$ cat src/rtl/scg_pkg.sv
// Package of constants for the sink current generator control block
package scg_pkg;
  // ****************************************************************
  // Register map (byte addresses)
  // ****************************************************************
  localparam logic [11:0] SCG_OFS_CONTROL = 12'h000;
  localparam logic [11:0] SCG_OFS_LEVEL0 = 12'h004;
  localparam logic [11:0] SCG_OFS_LEVEL1 = 12'h008;
  // ****************************************************************
  // Field positions and reset values
  // ****************************************************************
  localparam int SCG_BIT_MASTER = 7;
  localparam int SCG_BIT_OUT1 = 1;
  localparam int SCG_BIT_OUT0 = 0;
  localparam int SCG_CODE_W = 5;
  localparam logic [4:0] SCG_CODE_RST = 5'h00;
  localparam logic SCG_EN_RST = 1'b0;
  localparam logic SCG_FLOAT_RST = 1'b1;
  // ****************************************************************
  // Current law in mA
  // ****************************************************************
  localparam logic [9:0] SCG_BASE_MA = 10'h032;
  localparam logic [9:0] SCG_STEP0_MA = 10'h00a;
  localparam logic [9:0] SCG_STEP1_MA = 10'h005;
endpackage

$ cat src/rtl/scg_sink_chan.sv
// One sink output channel: gating and current setpoint
`timescale 1ns/1ns
module scg_sink_chan #(
  parameter logic [9:0] STEP_MA = 10'h00a
) (
  input wire logic core_clk_i,
  input wire logic srst_i,
  input wire logic master_en_i,
  input wire logic out_en_i,
  input wire logic [4:0] code_i,
  output logic sink_on_o,
  output logic node_float_o,
  output logic [4:0] level_o,
  output logic [9:0] current_ma_o
);
  logic on_d, on_q, float_d, float_q;
  logic [4:0] lvl_d, lvl_q;
  logic [9:0] ma_d, ma_q;

  always_comb begin
    on_d = master_en_i & out_en_i;
    float_d = ~master_en_i;
    lvl_d = master_en_i ? code_i : 5'h00;
    // Setpoint reads zero whenever the sink is not drawing
    ma_d = on_d ? 10'(scg_pkg::SCG_BASE_MA + STEP_MA * {5'h00, code_i})
                : 10'h000;
  end

  always_ff @(posedge core_clk_i) begin
    if (srst_i) begin
      on_q <= 1'b0;
      float_q <= scg_pkg::SCG_FLOAT_RST;
      lvl_q <= 5'h00;
      ma_q <= 10'h000;
    end else begin
      on_q <= on_d;
      float_q <= float_d;
      lvl_q <= lvl_d;
      ma_q <= ma_d;
    end
  end

  assign sink_on_o = on_q;
  assign node_float_o = float_q;
  assign level_o = lvl_q;
  assign current_ma_o = ma_q;
endmodule // scg_sink_chan

$ cat src/rtl/scg_ctrl.sv
// APB register bank and control decode for the sink current generator
//
// The APB interface to the registers and the address map were decided locally.
`timescale 1ns/1ns
module scg_ctrl (
  input wire logic core_clk_i,
  input wire logic srst_i,
  input wire logic psel,
  input wire logic penable,
  input wire logic pwrite,
  input wire logic [11:0] paddr,
  input wire logic [31:0] pwdata,
  input wire logic [3:0] pstrb,
  output logic [31:0] prdata,
  output logic pready,
  output logic pslverr,
  output logic sink_out0_pin_on_o,
  output logic sink_out1_pin_on_o,
  output logic sink_out0_float_o,
  output logic sink_out1_float_o,
  output logic [4:0] sink0_level_o,
  output logic [4:0] sink1_level_o,
  output logic [9:0] sink0_current_ma_o,
  output logic [9:0] sink1_current_ma_o
);
  // ****************************************************************
  // Bus decode
  // ****************************************************************
  localparam int NCH = 2;

  logic setup;
  logic access;
  logic wr;
  logic hit;
  logic hit_ctl;
  logic [NCH-1:0] hit_lvl;
  logic lvl_idx;
  logic ready_d;
  logic ready_q;
  logic err_d;
  logic err_q;
  logic [31:0] rdata_d;
  logic [31:0] rdata_q;

  // Setup cycle arms the answer; the access cycle carries it
  assign setup = psel & ~penable;
  assign access = psel & penable & ready_q;
  // A write without its low byte lane is dropped whole
  assign wr = access & pwrite & pstrb[0];
  assign hit = hit_ctl | (|hit_lvl);

  // Unmapped offsets fall through and earn the error answer
  always_comb begin
    hit_ctl = 1'b0;
    hit_lvl = 2'h0;
    lvl_idx = 1'b0;
    if (paddr == scg_pkg::SCG_OFS_CONTROL) begin
      hit_ctl = 1'b1;
    end else if (paddr == scg_pkg::SCG_OFS_LEVEL0) begin
      hit_lvl = 2'h1;
      lvl_idx = 1'b0;
    end else if (paddr == scg_pkg::SCG_OFS_LEVEL1) begin
      hit_lvl = 2'h2;
      lvl_idx = 1'b1;
    end
  end

  // ****************************************************************
  // Control register
  // ****************************************************************
  logic master_d;
  logic master_q;
  logic out1_d;
  logic out1_q;
  logic out0_d;
  logic out0_q;

  // A control write replaces all three bits at once
  always_comb begin
    master_d = master_q;
    out1_d = out1_q;
    out0_d = out0_q;
    if (wr && hit_ctl) begin
      master_d = pwdata[scg_pkg::SCG_BIT_MASTER];
      out1_d = pwdata[scg_pkg::SCG_BIT_OUT1];
      out0_d = pwdata[scg_pkg::SCG_BIT_OUT0];
    end
  end

  always_ff @(posedge core_clk_i) begin
    if (srst_i) begin
      master_q <= scg_pkg::SCG_EN_RST;
      out1_q <= scg_pkg::SCG_EN_RST;
      out0_q <= scg_pkg::SCG_EN_RST;
    end else begin
      master_q <= master_d;
      out1_q <= out1_d;
      out0_q <= out0_d;
    end
  end

  // ****************************************************************
  // Level-code registers
  // ****************************************************************
  // One entry per sink, picked by the decoded index
  logic [4:0] code_d [NCH];
  logic [4:0] code_q [NCH];

  always_comb begin
    for (int ch = 0; ch < NCH; ch++) begin
      code_d[ch] = code_q[ch];
    end
    // Bits 7 to 5 of the word have no storage and are dropped
    if (wr && (|hit_lvl)) begin
      code_d[lvl_idx] = pwdata[scg_pkg::SCG_CODE_W-1:0];
    end
  end

  always_ff @(posedge core_clk_i) begin
    for (int ch = 0; ch < NCH; ch++) begin
      if (srst_i) begin
        code_q[ch] <= scg_pkg::SCG_CODE_RST;
      end else begin
        code_q[ch] <= code_d[ch];
      end
    end
  end

  // ****************************************************************
  // Bus answer
  // ****************************************************************
  // Zero wait state: pready rises in the first access cycle
  always_comb begin
    ready_d = setup;
    // Only a setup cycle on an unmapped offset errors
    err_d = setup & ~hit;
  end

  always_ff @(posedge core_clk_i) begin
    if (srst_i) begin
      ready_q <= 1'b0;
      err_q <= 1'b0;
    end else begin
      ready_q <= ready_d;
      err_q <= err_d;
    end
  end

  // ****************************************************************
  // Read data
  // ****************************************************************
  // Read data stands for the one access cycle only
  always_comb begin
    // In a control read, bits 6 to 2 and every upper bit are never set, so they read zero
    rdata_d = 32'h0000_0000;
    if (setup && !pwrite) begin
      if (hit_ctl) begin
        rdata_d[scg_pkg::SCG_BIT_MASTER] = master_q;
        rdata_d[scg_pkg::SCG_BIT_OUT1] = out1_q;
        rdata_d[scg_pkg::SCG_BIT_OUT0] = out0_q;
      end else if (|hit_lvl) begin
        rdata_d[scg_pkg::SCG_CODE_W-1:0] = code_q[lvl_idx];
      end
    end
  end

  always_ff @(posedge core_clk_i) begin
    if (srst_i) begin
      rdata_q <= 32'h0000_0000;
    end else begin
      rdata_q <= rdata_d;
    end
  end

  // Bus outputs leave straight from their flops
  assign prdata = rdata_q;
  assign pready = ready_q;
  assign pslverr = err_q;

  // ****************************************************************
  // Sink channels
  // ****************************************************************
  // Each channel registers its own pins, so they trail the bank by
  // one cycle; this keeps every pin glitch free
  logic chan_en [NCH];
  logic chan_on [NCH];
  logic chan_float [NCH];
  logic [4:0] chan_level [NCH];
  logic [9:0] chan_ma [NCH];

  always_comb begin
    chan_en[0] = out0_q;
    chan_en[1] = out1_q;
  end

  for (genvar ch = 0; ch < NCH; ch++) begin : g_chan
    // Output 0 steps by 10 mA, output 1 by 5 mA
    localparam logic [9:0] STEP = (ch == 0) ? scg_pkg::SCG_STEP0_MA
        : scg_pkg::SCG_STEP1_MA;
    scg_sink_chan #(.STEP_MA(STEP)) u_chan (
      .core_clk_i(core_clk_i),
      .srst_i(srst_i),
      .master_en_i(master_q),
      .out_en_i(chan_en[ch]),
      .code_i(code_q[ch]),
      .sink_on_o(chan_on[ch]),
      .node_float_o(chan_float[ch]),
      .level_o(chan_level[ch]),
      .current_ma_o(chan_ma[ch])
    );
  end

  // ****************************************************************
  // Pin outputs
  // ****************************************************************
  // Channel outputs leave straight from the channel flops
  assign sink_out0_pin_on_o = chan_on[0];
  assign sink_out1_pin_on_o = chan_on[1];
  assign sink_out0_float_o = chan_float[0];
  assign sink_out1_float_o = chan_float[1];

  assign sink0_level_o = chan_level[0];
  assign sink1_level_o = chan_level[1];
  assign sink0_current_ma_o = chan_ma[0];
  assign sink1_current_ma_o = chan_ma[1];
endmodule // scg_ctrl

$ cat config.mk
export PLATFORM = sky130hd
export DESIGN_NAME = scg_ctrl
export DESIGN_NICKNAME = d
export VERILOG_FILES = /design/src/rtl/scg_pkg.sv /design/src/rtl/scg_sink_chan.sv /design/src/rtl/scg_ctrl.sv
export SDC_FILE = /design/constraint.sdc
export NUM_CORES = 1
export LEC_CHECK = 0
export BUFFER_PORTS_ARGS = -buffer_cell sky130_fd_sc_hd__clkbuf_2
export CORE_ASPECT_RATIO = 0.5
export CORE_MARGIN = 5
export CORE_UTILIZATION = 41
export DETAILED_ROUTE_END_ITERATION = 8
export MAX_ROUTING_LAYER = met4
export PLACE_DENSITY = 0.76
export REMOVE_ABC_BUFFERS = 1
export SYNTH_ARGS = -nofsm -noshare
export SYNTH_HDL_FRONTEND = slang
export SYNTH_HIERARCHICAL = 1
export SYNTH_SLANG_ARGS = --single-unit
$ cat constraint.sdc
create_clock -name core_clk_i -period 1.9 [get_ports core_clk_i]
set_input_delay 0.19 -clock core_clk_i [delete_from_list [all_inputs] [get_ports core_clk_i]]
set_output_delay 0.19 -clock core_clk_i [all_outputs]
set_load 0.1 [all_outputs]
Yosys cells after proc, flatten, opt, wreduce, memory -nomap -nowiden
Memories as Yosys holds them, arrays and structs flattened.
Index checks and enable logic that the tools add are counted.
{"block": "totals", "elab_cells": 76, "output_inout_bits": 68, "n_memories": 1, "input_bits": 53, "ff_bits": 70, "ram_bits": 10}
{"block": "classes", "muxes": 18, "n_addsub": 2, "mul": 2, "n_reduce_logical": 13, "bitwise_logic": 20, "n_eq_ne": 2, "magnitude_cmp": 2}
{"name": "code_q", "words": 2, "width": 5, "rd": 3, "rd_clocked_by_memory_dff": 0, "write_ports": 2, "line_no": "scg_ctrl.sv:107", "source": "logic [4:0] code_q [NCH];"}
{"cell": "two-way mux 5 bit", "n": 4}
{"cell": "multiplier 3 x 5 -> 8 bit (first input constant)", "n": 2}
{"cell": "== test 12 x 3 -> 1 bit (second input constant)", "n": 1}
{"cell": "== test 12 x 4 -> 1 bit (second input constant)", "n": 1}
{"cell": "zero test 12 bit", "n": 1}
{"cell": "adder 6 x 9 -> 10 bit (first input constant)", "n": 1}
{"cell": "bitwise mux 10 bit", "n": 1}
{"cell": "two-way mux 10 bit", "n": 1}
{"cell": "OR reduction 2 bit", "n": 5}
{"cell": "adder 6 x 8 -> 9 bit (first input constant)", "n": 1}
{"cell": "bitwise AND 1 bit", "n": 8}
{"cell": "two-way mux 2 bit", "n": 4}
{"cell": "inverter 1 bit", "n": 8}
{"cell": "two-way mux 1 bit", "n": 7}
{"cell": "demux 5 bit (select 1 bit)", "n": 1}
{"cell": "logical AND 1 bit", "n": 4}
{"cell": "OR reduction 4 bit", "n": 1}
{"cell": "OR 1 bit", "n": 3}
{"cell": "OR reduction 3 bit", "n": 1}
{"cell": ">= comparator 2 bit (second input constant)", "n": 1}
{"cell": "< comparator 2 x 1 -> 1 bit (second input constant)", "n": 1}
{"cell": "inverter 1 -> 2 bit", "n": 1}
{"cell": "zero test 1 bit", "n": 1}

Logic depth before layout (Yosys ltp)
Gate-level depths: netlist of run 1.
{"block": "depth", "depth_word": 12, "depth_mapped": 7, "depth_no_buf": 7}

Modules after synthesis
Netlist of run 1, hierarchy kept.
{"module": "scg_ctrl", "area_each_um2": 1092.3, "seq_area_each_um2": 420.4, "instances": 1, "cells_each": 129}
{"module": "scg_sink_chan (g_chan[1].u_chan)", "area_each_um2": 686.9, "seq_area_each_um2": 320.3, "instances": 1, "cells_each": 63}
{"module": "scg_sink_chan (g_chan[0].u_chan)", "area_each_um2": 660.6, "seq_area_each_um2": 320.3, "instances": 1, "cells_each": 61}

Least setup slack after synthesis of run 1
No wires, ideal clock.
{"block": "synth_timing", "path_type": "register -> register", "start": "memory code_q[0][1]", "end": "register g_chan[0].u_chan.ma_q[7]", "setup_slack_ns": -0.165, "arrival_ns": 1.943, "stages_incl_launch_ff": 7, "path_buffers": 0, "required_time_ns": 1.779, "setup_time_ns": 0.121, "synth_period_minus_slack_ns": 2.065, "cell_sequence": "dfxtp_1 > ha_1 > ha_1 > fa_1 > or2_1 > and3_1 > mux2_4"}
{"element": "start, declared", "line_no": "scg_ctrl.sv:107"}
{"element": "end signal, assigned", "line_no": "scg_sink_chan.sv:39", "source": "ma_q <= ma_d;"}
{"element": "end, declared", "line_no": "scg_sink_chan.sv:18", "source": "logic [9:0] ma_d, ma_q;"}

==> reports/metrics.sh, run 1 <==
TOTAL_NUMBER_OF_CLOCK_TREE_SINKS=53
SETUP-TNS-FINAL_PS=-88.4
CP_DATA_ARRIVAL_TIME_PS=2150
ASYNC_RESET_FF_SHARE_PCT=0
TIMING_HOLD_VIOLATIONS_FINAL=0
SWSHARE_PCT=29.8
SYNTH.AVG_CELL_AREA_UM2=9.64
WORST_SETUP_PATH_END_KIND='flop'
FLOORPLAN.INITIALDENSITY_PCT=43.3
PWR-SHARE-COMB_PCT=14.1
ANTENNADIODECOUNT=0
GRT_ANTENNA_BEFORE_REPAIR=0
BOUNDARYPINS=121
FINAL_CRITICAL_PATH_SETUP_SLACK_PS=-73.2
FINAL_MAX_SLEW_VIOL_COUNT=0
WORST_HOLD_PATH_TYPE='in2reg'
CTS.ROOT.BUFFER_CELL='clkbuf_16'
CELL_INTERNAL_POWER_DISSIPATION_mW=1.63
DRIVE_ABOVE_1_SHARE_PCT=33.5
POWER_FRAC_SEQ_PCT=47.9
GRT.OVERFLOW.TOTAL=0
FINAL_NETS=402
WIRE_PER_INST_UM=13.7
SYNTH_SEQUENTIAL_AREA_RATIO_PCT=43.5
YS.WARNINGS.COUNT=6
HOLD_DEPTH=3
GLOBAL_ROUTE.USAGE.TOTAL_PCT=15.0
POWER.LEAKAGE_nW=1.45
TIMING.FINAL.SETUP_VIOLATIONS=2
AREA_GROWTH_SYN_TO_LAYOUT_PCT=25.2
WORST-SLEW-PIN-TRANSITION_PS=570
POWER_SWITCHING_uW=692
SYN_AREA_MM2=0.00244
CRIT_PATH_FREQUENT_CELL='ha_4'
CTSHOLDBUFFERS=0
DRT_FIRST_ITER_VIOLATIONS=124
CTSLONGESTPATHBUFFERS=2
ACHIEVABLE-FREQUENCY_GHz=0.507
GRT_PASS1_WL_UM=9260
ANTENNA_VIOLATING_NETS_POST_ROUTE=0
WORST_REG2REG_PATH_ENDPOINT='g_chan[0].u_chan/current_ma_o[7]'
CORE_AREA_MM2=0.00563
GRT_START_MAX_NET_PINS=17
FINAL.MIN_CLOCK_PERIOD_PS=1970
DESIGN.DIE.AREA_MM2=0.00769
CRITPATHKIND='reg2reg'
RR_STARTPOINT='code_q[0][1]'
RUN_STATUS='complete, but fails checks'
DIE-WIDTH_UM=119
HPWLAFTERDP_UM=4110
WORST_PATH_MAX_DELAY_CELL='fa_1'
FAILED_CHECKS='setup timing'
GRT_PASS1_VIAS=2014
DETAILROUTE.WIRELENGTH.MET2_UM=2850
SYNTHESIS.INSTANCES=253
WORST_HOLD_STARTPOINT='pwdata[7]'
P_PER_AREA_mW_PER_MM2=760
PLACE.PORT_BUFFERS=63
POWER_FRAC_CLOCK_PCT=37.9
TRITONCTS_CLOCK_TREE='done'
POWER.TOTAL_mW=2.32
GP_ROUTABILITY_CONGESTION=0.832
SYNTH_EDF_COUNT=0
REG2REG_SLACK_PS=-70
DETAIL_ROUTE.WIRELENGTH_UM=5530
WL_MET1_UM=2200
WORST_SETUP_START_KIND='flop'
DIE_H_UM=64.5
PATH_MAX_FANOUT=3
GRT_SETUP_UNREPAIRED='true'
SYNTH_FF_TYPE='dfxtp_1'
YOSYS_REGISTER_BITS=53
END_OF_THE_WORST_HOLD_PATH='master_q'
LAYOUT_WORST_PATH_CYCLE_SHARE_PCT=104
MAX_CAP_VIOL_COUNT=0
CTS_MADE_BUFFERS=5
MAXSLEWHEADROOM_PCT=61.9
TIMING.CRITICAL_PATH.SLOWEST_CELL_DELAY_PS=480
SKEW_PS=7.00
VIAS=2013
CLK_LATENCY_PS=290
CRIT_CHAIN='ha_4 > ha_4 > fa_1 > or2_1 > and3_1 > mux2_4'
CTS.REPORTEDPATHS.CLKPINSLEW_PS=70
HTREE_LEVELS=2
REMAINING_DRC_ERRORS=0
DR_WL_MET3_UM=380
POST_SYNTH_NUM_CELL_TYPES=44
ROUTE.DETAILED.VIAS_PER_INST=4.98
CRITPATHREQUIREDTIME_PS=2080
STANDARD_CELL_ROW_COUNT=19
WORST_IR_DROP_VDD_uV=372
FIRSTDRTPASSITERS=4
DR.MAX_LAYER_USED='met4'
WORST_R2R_PATH_DEPTH=6
[cell families (layout without fill, tap and decap cells)]
logic type      after synthesis  count (layout)  synth area share [%]
compound gates               47              47                  10.7
xor+xnor                      8               8                  2.87
fa+ha+maj                    19              19                  10.4
buf+inv                      42              94                  11.2
flops                        53              53                  43.5
mux                           5               5                  2.26
other cells                   3              29                 0.462
simple gates                 76              76                  18.6
[synth_stat cells (all sizes together) (4+ instances only)]
| cell | count | share of area, % |
|---|---|---|
| nand2 | 5 | 0.77 |
| nor2 | 20 | 3.1 |
| nand3 | 4 | 0.82 |
| nand4 | 13 | 3.3 |
| and3 | 7 | 1.9 |
| o21ai | 14 | 2.9 |
| a21oi | 23 | 4.7 |
| mux2i | 4 | 1.6 |
| ha | 17 | 8.7 |
| inv | 7 | 1.1 |
| xnor2 | 5 | 1.8 |
| buf | 32 | 9.7 |
| or2 | 4 | 1.0 |
| dfxtp | 53 | 43 |
| and2 | 8 | 2.1 |
[final cells by class]
class | count | area (µm²)
Clock inverter | 2 | 15.0
Timing Repair Buffer | 79 | 435
Inverter | 7 | 26.3
Tap cell | 73 | 91.3
Multi-Input combinational cell | 184 | 1290
Clock buffer | 6 | 129
Fill cell | 494 | 2580
Sequential cell | 53 | 1070
[cells in the final DEF (no fill, tap or decap), types with 6 or more instances in the layout]
master / count
and2_1: 8
o21ai_0: 13
buf_4: 16
dfxtp_1: 47
conb_1: 29
ha_1: 10
inv_1: 7
a21oi_1: 22
dfxtp_2: 6
ha_4: 6
nand4_1: 13
clkbuf_2: 63
nor2_1: 20
[worst max-delay path: cells and delay by family, from the launching register on]
family | cells | cell delay [ps]
adder cells (fa/ha/maj) | 3 | 880
AND/OR/NAND/NOR | 2 | 390
flip-flops | 1 | 340
multiplexers | 1 | 250
[worst max path at each step]
| stage | startpoint | to | slack, ps | cells past startpoint |
|---|---|---|---|---|
| 2_1_floorplan | code_q[0][1] | g_chan[0].u_chan/current_ma_o[7] | -160 | 6 |
| 3_3_place_gp | code_q[0][1] | g_chan[0].u_chan/current_ma_o[7] | -160 | 6 |
| 3_5_place_dp | code_q[0][1] | g_chan[0].u_chan/current_ma_o[7] | -180 | 6 |
| 4_1_cts | code_q[0][1] | g_chan[0].u_chan/current_ma_o[7] | -60 | 6 |
| 5_1_grt | code_q[0][1] | g_chan[0].u_chan/current_ma_o[7] | -120 | 6 |
| 6_report | code_q[0][1] | g_chan[0].u_chan/current_ma_o[7] | -70 | 6 |
[sequential cells by signal, indices dropped and copies added (netlist names)]
register and cells:
pslverr 1, code_q 10, master_q 1, g_chan.u_chan/sink_on_o 2, g_chan.u_chan/level_o 10, pready 1, g_chan.u_chan/current_ma_o 18, out1_q 1
prdata 6, out0_q 1, g_chan.u_chan/node_float_o 2
[routing by layer]
layer  track usage, %  vias up
met4             4.91        0
met1             16.4      939
li1                 -      977
met2             27.3       85
met5                -        -
met3             3.48       12
[through the flow]
| stage | setup slack (ps) | hold WS [ps] | utilization, % | std cells | instance area (µm²) |
|---|---|---|---|---|---|
| after floorplan | -165 | 259 | - | 244 | 2290 |
| after global placement | -156 | 443 | 50.0 | 396 | 2820 |
| after CTS | -64.8 | 152 | 53.6 | 404 | 3020 |
| final | -73.2 | 159 | 54.2 | 404 | 3060 |
| after global routing | -116 | 159 | 54.2 | 404 | 3060 |
| after detailed placement | -177 | 460 | 50.0 | 396 | 2820 |
[power by group through the flow]
stage	registers [mW]	clock network (mW)	logic, mW
global route	1.11	0.960	0.337
global placement	1.14	0	0.322
floorplan	1.16	0	0.258
detailed placement	1.14	0	0.324
finish	1.11	0.882	0.328
CTS	1.11	0.900	0.325
[timing repair]
| item | in CTS | in global routing |
|---|---|---|
| pin swaps | 6 | 3 |
| endpoints found under the setup margin | 5 | 5 |
| buffers inserted | 0 | 0 |
| gates resized for setup | 10 | 7 |
Note: power is estimated with default switching activity, not from simulation.
==> run 2, diff against run 1 <==
- ABC_AREA: default -> 1
- CORE_UTILIZATION: 41 -> 42
==> run 2 against run 1 <==
Effect of this change: the run now ends clean; clock skew barely moved; critical endpoint is now g_chan[1].u_chan/current_ma_o[7]; wire length decreased by 4.4%; cell area is 6.7% higher; die area grew 4.5%; critical path type unchanged.
==> reports/metrics.sh, run 2 <==
RUN_STATUS='finished clean'
FLOORPLAN.INITIALDENSITY_PCT=43.2
GROUTE.LAYER.MET3.USAGE_PCT=3.50
HPWLAFTERDP_UM=3960
STANDARD_CELL_ROW_COUNT=20
CLK_LATENCY_PS=290
WORST_R2R_PATH_DEPTH=10
GR-MAX-USAGE-LAYER='met2'
FINAL_CRITICAL_PATH_SETUP_SLACK_PS=32.9
AREA_GROWTH_SYN_TO_LAYOUT_PCT=24.1
ACHIEVABLE-FREQUENCY_GHz=0.536
YOSYS_REGISTER_BITS=53
VIAS=2170
DRT_FIRST_ITER_VIOLATIONS=151
POST_SYNTH_NUM_CELL_TYPES=26
FINAL_MAX_SLEW_VIOL_COUNT=0
ANTENNADIODECOUNT=0
SKEW_PS=7.01
GP_ROUTABILITY_CONGESTION=0.824
TOP_CELLS_BY_AREA_SYNTH='dfxtp_1 40%, nand2_1 12%, nor2_1 8.4%'
CTSHOLDBUFFERS=0
CP.BUFFERS_INVERTERS=0
FIRSTDRTPASSITERS=4
SYNTH_EDF_COUNT=0
BOUNDARYPINS=121
GRT_ANTENNA_BEFORE_REPAIR=0
FINAL.MIN_CLOCK_PERIOD_PS=1870
GLOBALROUTEMET2UTIL_PCT=19.3
TIMING_HOLD_VIOLATIONS_FINAL=0
SYNTH.AVG_CELL_AREA_UM2=7.55
GLOBAL_ROUTE.USAGE.TOTAL_PCT=13.2
CELL_FAMILY_CONTRIBUTING_THE_MOST_DELAY_ON_THE_CRITICAL_PATH='adder cells'
TRITONCTS_CLOCK_TREE='done'
HOLD_DEPTH=2
PATH_MAX_FANOUT=3
REMAINING_DRC_ERRORS=0
WORST_PATH_MAX_DELAY_CELL='fa_1'
SYNTH.TOP_CELL.AREA_SHARE_PCT=40.4
SYNTH_SEQUENTIAL_AREA_RATIO_PCT=40.4
WORST_REG2REG_PATH_ENDPOINT='g_chan[1].u_chan/current_ma_o[7]'
CP_DATA_ARRIVAL_TIME_PS=2050
CRITPATHREQUIREDTIME_PS=2090
GLOBAL_ROUTE.USAGE.MET1_PCT=18.3
HTREE_LEVELS=2
WORST_SETUP_PATH_END_KIND='flop'
GRT_SETUP_UNREPAIRED='true'
DESIGN.DIE.AREA_MM2=0.00803
TIMING.FINAL.SETUP_VIOLATIONS=0
FINAL_CELL_MIX='80 x nand2_1, 63 x clkbuf_2, 58 x nor2_1'
WORST_SETUP_START_KIND='flop'
ROUTE.DETAILED.VIAS_PER_INST=4.23
LAYOUT_COMMONEST_CELL='nand2_1'
CRIT_CHAIN='ha_4 > fa_1 > ha_4 > nand2_4 > nor2_4 > nand2_1 > nand2_1 > nand2_1 > nand2_1 > nor2_2'
MAX_CAP_VIOL_COUNT=0
POWER.TOTAL_mW=2.46
ASYNC_RESET_FF_SHARE_PCT=0
PLACED_CELLS_INCL_TAPS=504
CTS.ROOT.BUFFER_CELL='clkbuf_16'
WORST_HOLD_PATH_TYPE='in2reg'
GRT_START_MAX_NET_PINS=18
POST-SYNTH-TOP-AREA-CELL='dfxtp_1'
CTSLONGESTPATHBUFFERS=2
DETAILEDPLACE.WORSTSLACK_PS=6.46
NUMBER_OF_FLIP_FLOPS_UNDER_THE_LARGEST_REGISTER_NAME=18
POWER.LEAKAGE_nW=1.72
FINAL_CELL_COUNT_NO_FILL=513
WORST_HOLD_STARTPOINT='pwrite'
PLACE.PORT_BUFFERS=63
GRT_PASS1_VIAS=1890
WIRE_PER_INST_UM=10.3
P_PER_AREA_mW_PER_MM2=753
WORST_IR_DROP_VDD_uV=364
DIE-WIDTH_UM=122
SYNTH_TOP_CELLS_BY_COUNT='82 x nand2_1, 59 x nor2_1, 53 x dfxtp_1, 44 x inv_1, 28 x buf_4'
TIMING.CRITICAL_PATH.SLOWEST_CELL_DELAY_PS=510
CRITPATHKIND='reg2reg'
REG2REG_SLACK_PS=30
ANTENNA_VIOLATING_NETS_POST_ROUTE=0
RR_STARTPOINT='code_q[1][1]'
SETUP-TNS-FINAL_PS=0
CRIT_PATH_FREQUENT_CELL='nand2_1'
CORE_AREA_MM2=0.00608
DRIVE_ABOVE_1_SHARE_PCT=28.7
SYNTHMOSTINSTANTIATEDCELL='nand2_1'
DIE_H_UM=65.9
GRT.OVERFLOW.TOTAL=0
FINAL_NETS=496
DETAIL_ROUTE.WIRELENGTH_UM=5290
SYNTH_FF_TYPE='dfxtp_1'
SYN_AREA_MM2=0.00263
CTS.REPORTEDPATHS.CLKPINSLEW_PS=70
LAYOUT_WORST_PATH_CYCLE_SHARE_PCT=98.3
WORST-SLEW-PIN-TRANSITION_PS=550
SYNTHESIS.INSTANCES=348
YS.WARNINGS.COUNT=6
FILL_CELLS=544
END_OF_THE_WORST_HOLD_PATH='prdata[7]'
TOTAL_NUMBER_OF_CLOCK_TREE_SINKS=53
CTS_MADE_BUFFERS=5
MAXSLEWHEADROOM_PCT=63.5
GRT_PASS1_WL_UM=8240
-- run 2: changes by cell type in the layout (fill, tap and decap cells not counted), sizes merged, moves of 4 or more --
| cell | before | now |
|---|---|---|
| nand2 | 5 | 85 |
| and3 | 7 | 0 |
| nor2 | 20 | 68 |
| clkinv | 0 | 4 |
| buf | 16 | 10 |
| nand4 | 13 | 1 |
| nand3 | 4 | 20 |
| xnor2 | 5 | 0 |
| o21ai | 14 | 4 |
| and2 | 8 | 0 |
| a21oi | 23 | 7 |
| mux2i | 4 | 0 |
| inv | 7 | 50 |
-- run 2: what timing repair did --
action / CTS / global route
gates resized for setup: 0 / 21
setup endpoints to repair: 0 / 5
setup buffers: 0 / 1
-- run 2: report_power, final --
group | internal [mW] | leakage, nW | switching (mW)
Sequential | 1.11 | 0.430 | 0.000901
Clock | 0.623 | 0.0800 | 0.400
Combinational | 0.0245 | 1.21 | 0.293
Total | 1.76 | 1.72 | 0.694
-- run 2: kinds of logic (layout without fill, tap and decap cells) --
logic type               after synthesis  count (layout)  share of synthesized area, %
AO/OA/AOI/OAI                         11              11                          2.81
XOR/XNOR                               1               1                         0.333
adder cells (fa/ha/maj)               19              19                          9.62
buffers and inverters                 83             134                          16.3
flip-flops                            53              53                          40.4
other                                  3              29                         0.429
AND/OR/NAND/NOR                      178             178                          30.1
-- run 2: area by class of cell --
| cell class | instances | area (µm²) | area share, % |
|---|---|---|---|
| Clock buffer | 5 | 125 | 3.84 |
| Clock inverter | 3 | 46.3 | 1.42 |
| Inverter | 53 | 199 | 6.10 |
| Multi-Input combinational cell | 238 | 1320 | 40.6 |
| Sequential cell | 53 | 1070 | 32.7 |
| Tap cell | 88 | 110 | 3.38 |
| Timing Repair Buffer | 73 | 390 | 12.0 |
-- run 2: how the worst max path moves through the flow --
stage                  from                          endpoint  slack (ps)  cells past startpoint
2_1_floorplan        pready                      code_q[0][0]          70                      5
3_5_place_dp   code_q[1][1]  g_chan[1].u_chan/current_ma_o[7]           6                     10
3_3_place_gp   code_q[1][1]  g_chan[1].u_chan/current_ma_o[7]          30                     10
4_1_cts        code_q[1][1]  g_chan[1].u_chan/current_ma_o[7]           2                     10
6_report       code_q[1][1]  g_chan[1].u_chan/current_ma_o[7]          30                     10
5_1_grt        code_q[1][3]  g_chan[1].u_chan/current_ma_o[7]         -40                     10
-- run 2: per-stage QoR --
step / instance area, µm² / util (%) / hold WS [ps]
after global placement: 2990 / 49.1 / 418
after detailed placement: 2990 / 49.1 / 413
final: 3260 / 53.6 / 104
after global routing: 3260 / 53.6 / 102
after CTS: 3160 / 52.0 / 106
after floorplan: 2490 / - / 269
-- run 2: routing by layer --
metal | vias up | wire length (µm) | share of wire, %
li1 | 1148 | - | -
met1 | 926 | 2510 | 48
met2 | 90 | 2270 | 43
met3 | 6 | 459 | 8.7
met4 | 0 | 41 | 0.78
met5 | - | 0 | 0
==> run 3, diff against run 2 <==
- CORE_MARGIN: 5 -> 4
==> run 3 against run 2 <==
Effect of this change: die area decreased by 4.6%; combinational power hardly changed; critical path depth is 2 lower; sequential power hardly changed; register-to-register slack barely moved; utilization rose by 0.28 points; fmax grew 0.57%.
==> reports/metrics.sh, run 3 (synthesis results as in run 2) <==
ACHIEVABLE-FREQUENCY_GHz=0.539
DETAIL_ROUTE.WIRELENGTH_UM=5380
P_PER_AREA_mW_PER_MM2=785
WORST_IR_DROP_VDD_uV=430
GROUTE.LAYER.MET3.USAGE_PCT=3.01
WORST_SETUP_START_KIND='flop'
MAX_CAP_VIOL_COUNT=0
GRT_ANTENNA_BEFORE_REPAIR=0
REGISTER_CELL_AREA_AFTER_LAYOUT_MM2=0.00107
FLOORPLAN.INITIALDENSITY_PCT=43.4
HTREE_LEVELS=2
LAYOUT_WORST_PATH_CYCLE_SHARE_PCT=97.7
MAXSLEWHEADROOM_PCT=63.2
FILL_CELLS=585
GRT_PASS1_VIAS=2150
DIE-WIDTH_UM=120
GP_ROUTABILITY_CONGESTION=0.821
BOUNDARYPINS=121
DETAILEDPLACE.WORSTSLACK_PS=-35.7
SKEW_PS=6.61
TIMING.FINAL.SETUP_VIOLATIONS=0
PATH_MAX_FANOUT=4
HPWLAFTERDP_UM=4200
VIAS=2185
RUN_STATUS='finished clean'
DESIGN.DIE.AREA_MM2=0.00766
WHS_PS=115
CTSHOLDBUFFERS=0
DIE_H_UM=63.9
POWER.TOTAL_mW=2.56
LAYOUT_COMMONEST_CELL='nand2_1'
FINAL.MIN_CLOCK_PERIOD_PS=1860
CP_DATA_ARRIVAL_TIME_PS=2040
CLK_LATENCY_PS=280
REMAINING_DRC_ERRORS=0
STANDARD_CELL_ROW_COUNT=20
NUMBER_OF_FLIP_FLOPS_UNDER_THE_LARGEST_REGISTER_NAME=18
FINAL_CELL_COUNT_NO_FILL=514
WORST_HOLD_PATH_TYPE='in2reg'
REG2REG_SLACK_PS=40
CTS.ROOT.BUFFER_CELL='clkbuf_16'
FINAL_CORE_UTIL_PCT=53.9
FINAL_CELL_MIX='81 x nand2_1, 63 x clkbuf_2, 59 x nor2_1'
PLACED_CELLS_INCL_TAPS=504
CRITPATHREQUIREDTIME_PS=2080
PLACEDINSTANCEAREA_MM2=0.00299
TRITONCTS_CLOCK_TREE='done'
SETUP-TNS-FINAL_PS=0
ANTENNA_VIOLATING_NETS_POST_ROUTE=0
WIRE_PER_INST_UM=10.5
WORST-SLEW-PIN-TRANSITION_PS=554
RR_STARTPOINT='code_q[0][2]'
AREA_GROWTH_SYN_TO_LAYOUT_PCT=24.2
WORST_R2R_PATH_DEPTH=8
WORST_REG2REG_PATH_ENDPOINT='g_chan[0].u_chan/current_ma_o[7]'
GRT_START_MAX_NET_PINS=17
GRT.OVERFLOW.TOTAL=0
FIRSTDRTPASSITERS=4
ROUTE.DETAILED.VIAS_PER_INST=4.25
GLOBAL_ROUTE.USAGE.MET1_PCT=19.0
HOLD_DEPTH=2
GLOBALROUTEMET2UTIL_PCT=25.5
WORST_SETUP_PATH_END_KIND='flop'
FINAL_MAX_SLEW_VIOL_COUNT=0
MULTI_INPUT_AREA_MM2=0.00130
CORE_AREA_MM2=0.00606
CRITPATHKIND='reg2reg'
ANTENNADIODECOUNT=0
CP-ENDPOINT='g_chan[0].u_chan/current_ma_o[7]'
CTS.REPORTEDPATHS.CLKPINSLEW_PS=70
CRITPATHLAUNCH='code_q[0][2]'
GRT_SETUP_UNREPAIRED='true'
PLACE.PORT_BUFFERS=63
CTSLONGESTPATHBUFFERS=2
TIMING_HOLD_VIOLATIONS_FINAL=0
FINAL_NETS=497
GRT_PASS1_WL_UM=9230
DRT_FIRST_ITER_VIOLATIONS=116
CTS_MADE_BUFFERS=5
GR-MAX-USAGE-LAYER='met2'
TOTAL_NUMBER_OF_CLOCK_TREE_SINKS=53
DRIVE_ABOVE_1_SHARE_PCT=27.0
FINALINSTANCEAREA_MM2=0.00326
POWER.LEAKAGE_nW=1.72
FINAL_CRITICAL_PATH_SETUP_SLACK_PS=43.5
GLOBAL_ROUTE.USAGE.TOTAL_PCT=15.0
[run 3: cell count changes in the layout (fill, tap and decap cells not counted), moves of 2 or more]
cell     change
dfxtp_1      +2
dfxtp_2      -3
nand3_1      +2
nand3_2      -2
[run 3: metal layers]
layer  up-vias  part of all wire (%)
met5         -                     0
met4         0                   1.3
met3        10                   8.5
met2        84                    46
met1       944                    44
li1       1147                     -
[run 3: worst min-delay path by stage]
stage / from / slack (ps) / endpoint
2_1_floorplan: pwrite / 270 / prdata[7]
3_3_place_gp: pwrite / 420 / prdata[7]
3_5_place_dp: pwrite / 420 / prdata[7]
4_1_cts: pwrite / 120 / prdata[7]
5_1_grt: pwrite / 130 / prdata[7]
6_report: pwrite / 110 / prdata[7]
[run 3: critical path, cell delays in order (launching register included)]
cell and delay [ps]:
dfxtp_1 360, ha_1 240, ha_4 180, fa_1 550, inv_1 60, nand3_1 110, nand2_1 90, nor2_1 110
nor2_1 50
[run 3: power by group]
| group | leakage (nW) | internal [mW] | switching [mW] |
|---|---|---|---|
| Sequential | 0.429 | 1.11 | 0.000959 |
| Combinational | 1.20 | 0.0244 | 0.294 |
| Clock | 0.0938 | 0.752 | 0.381 |
| Total | 1.72 | 1.89 | 0.676 |
[run 3: cell type report]
type | instances | area share [%]
Clock inverter | 3 | 1.99
Sequential cell | 53 | 32.7
Tap cell | 88 | 3.37
Multi-Input combinational cell | 238 | 39.8
Clock buffer | 5 | 3.83
Inverter | 53 | 6.09
Timing Repair Buffer | 74 | 12.2
[run 3: repair_timing]
item,CTS,global route
resized for setup,7,6
cloned,0,0
endpoints found under the setup margin,1,7
pin swaps,6,6
setup buffers,2,0
endpoints found under the hold margin,0,0
